**config.mk**
```make
export PLATFORM = sky130hd
export DESIGN_NAME = ogc_top
export DESIGN_NICKNAME = d
export VERILOG_FILES = /design/src/ogc_top.v /design/src/ogc_checksum.v
export VERILOG_INCLUDE_DIRS = /design/src
export SDC_FILE = /design/constraint.sdc
export NUM_CORES = 2
export LEC_CHECK = 0
export BUFFER_PORTS_ARGS = -buffer_cell sky130_fd_sc_hd__clkbuf_2
export CORE_ASPECT_RATIO = 1.75
export CORE_UTILIZATION = 52
export CTS_CLUSTER_DIAMETER = 40
export DETAILED_ROUTE_END_ITERATION = 8
export PLACE_DENSITY = 0.75
export SETUP_SLACK_MARGIN = 0.4
export SYNTH_ARGS = -nofsm -noshare
export SYNTH_HDL_FRONTEND = slang
export SYNTH_SLANG_ARGS = --single-unit
```
**constraint.sdc**
```tcl
create_clock -name clock_in -period 11.1 [get_ports clock_in]
set_clock_uncertainty 0.15 [all_clocks]
set_input_delay 0.555 -clock clock_in [delete_from_list [all_inputs] [get_ports clock_in]]
set_output_delay 0.555 -clock clock_in [all_outputs]
set_load 0.01 [all_outputs]
```
**src/ogc_regs.vh**
```
// What this block does
// - Offset word is three bytes, high byte at 9h, low byte at Bh.
// - Offset is signed two's complement and subtracted from each result.
// - Offset subtraction happens before gain scaling.
// - Gain word is unsigned; 400000h means gain of one.
// - Result times gain over 400000h; gain high byte at lowest address.
// - Offset registers reset to 00h.
// - Gain registers reset to 40h, 00h, 00h.
// - Device checksum compared with stored; mismatch sets flag in header and status.
// - Comparison only while check enable is set.
// - Disabled: checksum register is plain scratchpad, reset 00h.
// - Check enable is bit 1 of register 8h, reset 0.
//
// Purpose: register offsets, fields and reset values of the calibration block
// Assumes: byte index times four is the AHB byte address
// Notes: registers 0h-7h other than status/mask are plain storage here
`ifndef OGC_REGS_VH
`define OGC_REGS_VH
`define OGC_IDX_CONFIG 4'h8
`define OGC_IDX_OFS_HI 4'h9
`define OGC_IDX_OFS_MID 4'ha
`define OGC_IDX_OFS_LO 4'hb
`define OGC_IDX_GAIN_HI 4'hc
`define OGC_IDX_GAIN_MID 4'hd
`define OGC_IDX_GAIN_LO 4'he
`define OGC_IDX_CHECKSUM 4'hf
`define OGC_IDX_STATUS 4'h2
`define OGC_IDX_MASK 4'h3
`define OGC_CFG_CHECK_EN 1
`define OGC_CFG_RESET 8'h08
`define OGC_CFG_RO_MASK 8'h08
`define OGC_ST_MISMATCH 0
`define OGC_ST_OVERRANGE 1
`define OGC_ST_DONE 2
`define OGC_OFS_RESET 8'h00
`define OGC_GAIN_HI_RESET 8'h40
`define OGC_GAIN_LO_RESET 8'h00
`define OGC_CHECKSUM_RESET 8'h00
`define OGC_UNITY_SHIFT 22
`define OGC_POS_MAX 24'h7fffff
`define OGC_NEG_MIN 24'h800000
`endif

```
**src/ogc_top.v**
```verilog
// Purpose: offset/gain calibration datapath with register map checksum check
// Assumes: AHB-Lite single word transfers, one slave, data stream synchronous
// Notes: result latency two cycles, checksum sweep repeats continuously
`timescale 1ns/1ns
`include "ogc_regs.vh"
module ogc_top #(
  parameter [7:0] CRC_POLY = 8'h07,
  parameter [7:0] CRC_SEED = 8'hff
) (
  // clock and reset
  input wire clock_in,
  input wire srst_in,
  // ahb-lite slave
  input wire hsel_in,
  input wire [31:0] haddr_in,
  input wire [1:0] htrans_in,
  input wire hwrite_in,
  input wire [2:0] hsize_in,
  input wire [31:0] hwdata_in,
  input wire hready_in,
  output wire [31:0] hrdata_out,
  output wire hreadyout_out,
  output wire hresp_out,
  // conversion stream
  input wire sample_valid_in,
  input wire [23:0] sample_in,
  output reg result_valid_out,
  output reg [23:0] result_out,
  // status header and interrupt
  output wire [7:0] status_header_out,
  output wire irq_out
);
  // ********************************
  // register storage
  // ********************************
  reg [7:0] regs_q [0:15];
  reg [7:0] status_q;
  reg [31:0] rdata_q;
  reg wr_pend_q;
  reg [3:0] wr_idx_q;
  integer k;

  function [7:0] ogc_reset_val;
    input [3:0] idx;
    begin
      case (idx)
        `OGC_IDX_CONFIG: ogc_reset_val = `OGC_CFG_RESET;
        `OGC_IDX_OFS_HI: ogc_reset_val = `OGC_OFS_RESET;
        `OGC_IDX_OFS_MID: ogc_reset_val = `OGC_OFS_RESET;
        `OGC_IDX_OFS_LO: ogc_reset_val = `OGC_OFS_RESET;
        `OGC_IDX_GAIN_HI: ogc_reset_val = `OGC_GAIN_HI_RESET;
        `OGC_IDX_GAIN_MID: ogc_reset_val = `OGC_GAIN_LO_RESET;
        `OGC_IDX_GAIN_LO: ogc_reset_val = `OGC_GAIN_LO_RESET;
        `OGC_IDX_CHECKSUM: ogc_reset_val = `OGC_CHECKSUM_RESET;
        default: ogc_reset_val = 8'h00;
      endcase
    end
  endfunction

  // ********************************
  // ahb-lite slave
  // ********************************
  wire addr_phase = hsel_in && hready_in && htrans_in[1];
  wire [3:0] a_idx = haddr_in[5:2];
  wire [7:0] wbyte = hwdata_in[7:0];

  // ********************************
  // register write decode
  // ********************************
  function ogc_hit;
    input pend;
    input [3:0] idx;
    input [3:0] target;
    begin
      ogc_hit = pend && (idx == target);
    end
  endfunction

  wire wr_cfg = ogc_hit(wr_pend_q, wr_idx_q, `OGC_IDX_CONFIG);
  wire st_clr_wr = ogc_hit(wr_pend_q, wr_idx_q, `OGC_IDX_STATUS);
  wire wr_plain = wr_pend_q && !wr_cfg && !st_clr_wr;
  // reserved config bit keeps reading one
  wire [7:0] cfg_wbyte = (wbyte & ~`OGC_CFG_RO_MASK) | `OGC_CFG_RESET;
  wire [7:0] st_clr_mask = st_clr_wr ? wbyte : 8'h00;

  // ********************************
  // read data select
  // ********************************
  // a write still in its data phase is forwarded to a read of the same index
  reg [7:0] rd_byte_d;
  always @* begin
    rd_byte_d = regs_q[a_idx];
    if (haddr_in[31:6] != 26'h0) begin
      rd_byte_d = 8'h00;
    end else if (a_idx == `OGC_IDX_STATUS) begin
      rd_byte_d = status_q & ~st_clr_mask;
    end else if (ogc_hit(wr_pend_q, wr_idx_q, a_idx)) begin
      rd_byte_d = (a_idx == `OGC_IDX_CONFIG) ? cfg_wbyte : wbyte;
    end
  end

  always @(posedge clock_in) begin
    if (srst_in) begin
      wr_pend_q <= 1'b0;
      wr_idx_q <= 4'h0;
      rdata_q <= 32'h00000000;
    end else begin
      wr_pend_q <= addr_phase && hwrite_in;
      if (addr_phase) begin
        wr_idx_q <= a_idx;
      end
      if (addr_phase && !hwrite_in) begin
        rdata_q <= {24'h000000, rd_byte_d};
      end
    end
  end

  assign hrdata_out = rdata_q;
  assign hreadyout_out = 1'b1;
  assign hresp_out = 1'b0;

  // ********************************
  // calibration words
  // ********************************
  wire [23:0] ofs_word = {regs_q[`OGC_IDX_OFS_HI], regs_q[`OGC_IDX_OFS_MID],
                          regs_q[`OGC_IDX_OFS_LO]};
  wire [23:0] gain_word = {regs_q[`OGC_IDX_GAIN_HI], regs_q[`OGC_IDX_GAIN_MID],
                           regs_q[`OGC_IDX_GAIN_LO]};
  wire check_en = regs_q[`OGC_IDX_CONFIG][`OGC_CFG_CHECK_EN];

  // ********************************
  // datapath: offset then gain
  // ********************************
  reg stage_valid_q;
  reg [24:0] diff_q;
  reg [23:0] res_d;
  reg ovr_d;
  wire [24:0] sample_ext = {sample_in[23], sample_in};
  wire [24:0] ofs_ext = {ofs_word[23], ofs_word};
  wire [24:0] gain_ext = {1'b0, gain_word};
  wire [24:0] diff_d = sample_ext - ofs_ext;
  wire signed [49:0] prod = $signed(diff_q) * $signed(gain_ext);
  wire signed [49:0] scaled = prod >>> `OGC_UNITY_SHIFT;
  wire pos_over = scaled > $signed({26'h0, `OGC_POS_MAX});
  wire neg_over = scaled < -$signed({26'h0, `OGC_NEG_MIN});

  always @* begin
    ovr_d = 1'b0;
    res_d = scaled[23:0];
    if (pos_over) begin
      res_d = `OGC_POS_MAX;
      ovr_d = 1'b1;
    end else if (neg_over) begin
      res_d = `OGC_NEG_MIN;
      ovr_d = 1'b1;
    end
  end

  always @(posedge clock_in) begin
    if (srst_in) begin
      stage_valid_q <= 1'b0;
      diff_q <= 25'h0;
      result_valid_out <= 1'b0;
      result_out <= 24'h000000;
    end else begin
      stage_valid_q <= sample_valid_in;
      if (sample_valid_in) begin
        diff_q <= diff_d;
      end
      result_valid_out <= stage_valid_q;
      if (stage_valid_q) begin
        result_out <= res_d;
      end
    end
  end

  // ********************************
  // checksum sweep over 0h-1h, 4h-eh
  // ********************************
  reg [3:0] sweep_q;
  wire [7:0] crc_val;
  wire sweep_start = (sweep_q == 4'h0);
  wire sweep_valid = (sweep_q <= 4'h1) || (sweep_q >= 4'h4 && sweep_q <= 4'he);
  wire sweep_end = (sweep_q == 4'hf);
  wire mismatch_ev = sweep_end && check_en &&
                     (crc_val != regs_q[`OGC_IDX_CHECKSUM]);

  always @(posedge clock_in) begin
    if (srst_in) begin
      sweep_q <= 4'h0;
    end else begin
      sweep_q <= sweep_q + 4'h1;
    end
  end

  ogc_checksum #(
    .POLY(CRC_POLY),
    .SEED(CRC_SEED)
  ) u_crc (
    .clock_in(clock_in),
    .srst_in(srst_in),
    .start_in(sweep_start),
    .byte_valid_in(sweep_valid),
    .byte_in(regs_q[sweep_q]),
    .crc_out(crc_val)
  );

  // ********************************
  // register writes and status
  // ********************************
  wire ev_done = stage_valid_q;
  wire ev_over = stage_valid_q && ovr_d;
  wire [7:0] events = {5'h0, ev_done, ev_over, mismatch_ev};
  // set wins over write-one-to-clear
  wire [7:0] status_d = (status_q & ~st_clr_mask) | events;

  always @(posedge clock_in) begin
    if (srst_in) begin
      for (k = 0; k < 16; k = k + 1) begin
        regs_q[k] <= ogc_reset_val(k[3:0]);
      end
      status_q <= 8'h00;
    end else begin
      if (wr_cfg) begin
        regs_q[`OGC_IDX_CONFIG] <= cfg_wbyte;
      end else if (wr_plain) begin
        regs_q[wr_idx_q] <= wbyte;
      end
      status_q <= status_d;
    end
  end

  assign status_header_out = status_q;
  assign irq_out = |(status_q & regs_q[`OGC_IDX_MASK]);
endmodule

```
**src/ogc_checksum.v**
```verilog
// Purpose: serial checksum over the covered register bytes
// Assumes: bytes presented one per cycle with byte_valid_in
// Notes: polynomial and seed are parameters
`timescale 1ns/1ns
module ogc_checksum #(
  parameter [7:0] POLY = 8'h07,
  parameter [7:0] SEED = 8'hff
) (
  // clock and reset
  input wire clock_in,
  input wire srst_in,
  // byte stream
  input wire start_in,
  input wire byte_valid_in,
  input wire [7:0] byte_in,
  // result
  output wire [7:0] crc_out
);
  reg [7:0] crc_q;

  function [7:0] ogc_crc_byte;
    input [7:0] crc;
    input [7:0] data;
    input [7:0] poly;
    integer i;
    reg [7:0] c;
    begin
      c = crc ^ data;
      for (i = 0; i < 8; i = i + 1) begin
        c = c[7] ? ((c << 1) ^ poly) : (c << 1);
      end
      ogc_crc_byte = c;
    end
  endfunction

  always @(posedge clock_in) begin
    if (srst_in) begin
      crc_q <= SEED;
    end else if (start_in) begin
      // first covered byte is folded in while the seed loads
      crc_q <= byte_valid_in ? ogc_crc_byte(SEED, byte_in, POLY) : SEED;
    end else if (byte_valid_in) begin
      crc_q <= ogc_crc_byte(crc_q, byte_in, POLY);
    end
  end

  assign crc_out = crc_q;
endmodule

```
==> run metrics <==
Synth Cell Area around 34,000 um^2; Hold WS ~110 ps; Post-synth ARST share 0; Worst-path clk slew about 70 ps; Power Density ~190 nW/um^2; CP most frequent cell fa_1; vias in the first global route about 27k; DR iter-0 viols approximately 1.7k; Worst Reg-to-Reg Cells 25; Reg2Reg Capture Point result_out[1]; Hold Startpoint hwrite_in; critical path depth in cells 25; Hold Buf Count CTS 0; Mapped Cells 3,433; final total power roughly 7.0 mW; beginning of the critical path regs_q[12][3]; first drt pass iteration count 6; CTS Buf Count 21; Overall Global Routing Usage 0.306; setup TNS 0 ps; Leak around 18 nW; r2r setup slk approximately 1100 ps; sequential-to-total area share from yosys stat 0.162; area delta synth->final 5.99%; H-tree depth 1; Routed WL roughly 98,000 um; post-synth top area cell fa_1; Via density around 5.8; WL/cell between 20 and 25 um; final net count between 4k and 5k; CP top delay family adder cells; reg2reg start regs_q[12][3]; type of origin of the critical path flop; Final period util 0.897; Skew-Pair Late Insertion Delay 560 ps; Initial Util 0.524; largest buffer count on any clock path 3; Max rail drop VDD 0.295 mV; Final Cell Area roughly 36,000 um^2; status completed; crit path DAT 10,270 ps; I/O Buffers 110; Hold WC Path Type in2reg; Core Region about 65,000 um^2; PostCTS Resize Cnt 0; library cells used by synthesis 74; relative slew slack 0.160; first-pass GRT wire length ~150,000 um; unrepaired setup endpoints after global routing false; antenna viol nets, final 0; Yosys reg bits around 210; required time worst endpoint 11,410 ps; CP Capture Point result_out[1]; GP Congestion roughly 0.98; GR Overflow Total 0; worst stage delay on the critical path 1160 ps; CTS root buffer clkbuf_16; share of cells above drive strength 1 0.0950; fin cells between 4k and 5k; Max-cap violations 0; top cells by area, synth fa_1, edfxtp_1, and2_1; Post-CTS Setup Repair Bufs 0; final worst slack roughly 1100 ps; total vias in the final route 24.9k; crit path kind reg2reg; # clock sinks about 210; Setup WS pre-CTS ~1700 ps; die width about 200 um; Cells after DPL about 4.3k; initial antenna violation count 1; most frequent cell after synthesis inv_1; Critical-path top delay cell edfxtp_1; worst path bufs/invs 5; number of flops mapped to enable cells by yosys approximately 130; Mapped Avg Cell Area approximately 10 um^2; most common library cells after synthesis inv_1, fa_1, and2_1, nand2_1, ha_1; Final Hold Violating Endpoints 0; CP Max Fanout 19; share of the synthesized area in the top cell type 0.371; Core Util, Final 0.555; Rows roughly 120; Worst Tran Pin Value ~1300 ps; crit path time final between 9000 and 10,000 ps; Placed Area roughly 35,000 um^2; die height around 340 um; IO Pins 167; # DRC 0; endpoints failing setup 0; achievable frequency between 100 and 150 MHz; Main synth FF type edfxtp_1; die area 66,700 um^2; ant diodes 0; Synth warnings 0; hpwl dp 77,100 um; CTS tree built; CP endpoint kind flop; largest net degree at the start of global routing 69; fin. max-slew vios 0
## kinds of logic (layout without fill, tap and decap cells)
family / after synthesis / in the layout / synth area share
AND/OR/NAND/NOR: 1017 / 1017 / 0.158
buffers and inverters: 947 / 965 / 0.109
adder cells (fa/ha/maj): 799 / 799 / 0.432
AO/OA/AOI/OAI: 244 / 244 / 0.0499
flip-flops: 212 / 212 / 0.162
multiplexers: 112 / 112 / 0.0632
XOR/XNOR: 100 / 100 / 0.0263
other: 2 / 35 / 0.000220
## power breakdown
part	internal [mW]	switching, mW	leakage [nW]	total [mW]
clock	0.409	0.365	0.348	0.774
sequential	0.908	0.123	2.00	1.03
combinational	1.96	3.19	15.2	5.15
## cell usage in the layout, fill, tap and decap left out, types with 50 or more instances in the layout
| cell type | n |
|---|---|
| mux4_2 | 70 |
| buf_4 | 67 |
| inv_1 | 752 |
| ha_1 | 166 |
| clkbuf_2 | 109 |
| xnor2_1 | 51 |
| nor2_1 | 111 |
| fa_1 | 633 |
| and2_1 | 497 |
| a21oi_1 | 50 |
| dfxtp_1 | 83 |
| edfxtp_1 | 128 |
| nand2_1 | 273 |
## sequential cells by signal, summed over array words and instances, names as in the netlist
signal             count
hrdata_out             8
u_crc.crc_out          8
wr_pend_q              1
status_header_out      8
wr_idx_q               4
result_out            24
ev_done                1
regs_q               128
sweep_q                4
diff_q                25
result_valid_out       1
## layout make-up
class | count | area [um^2]
Sequential cell | 212 | 5530
Clock buffer | 21 | 526
Timing Repair Buffer | 176 | 1050
Tap cell | 819 | 1020
Inverter | 752 | 2820
Fill cell | 5657 | 29000
Clock inverter | 16 | 194
Multi-Input combinational cell | 2307 | 25100
## routing by layer
layer  GRT usage  wire (um)  up-vias
met4       0.275      10400        0
li1            -          -    10517
met3      0.0452       6800      534
met5           0          0        -
met1       0.306      30000    12613
met2       0.550      51000     1220
## how the worst min path moves through the flow
stage                           endpoint  slack [ps]  cells after the start
floorplan           status_header_out[7]         330                      2
global placement    status_header_out[7]         300                      2
detailed placement  status_header_out[7]         310                      2
CTS                            wr_pend_q         100                      2
global route                   wr_pend_q         110                      2
finish                         wr_pend_q         110                      2
## worst register-to-register path: cells and delay by family, from the launching register on
kind            cells  cell delay (ps)
fa+ha+maj           8             4100
compound gates      7             2550
flops               1             1160
buf+inv             5              940
simple gates        4              770
mux                 1              210
(Power assumes the default switching activity.)
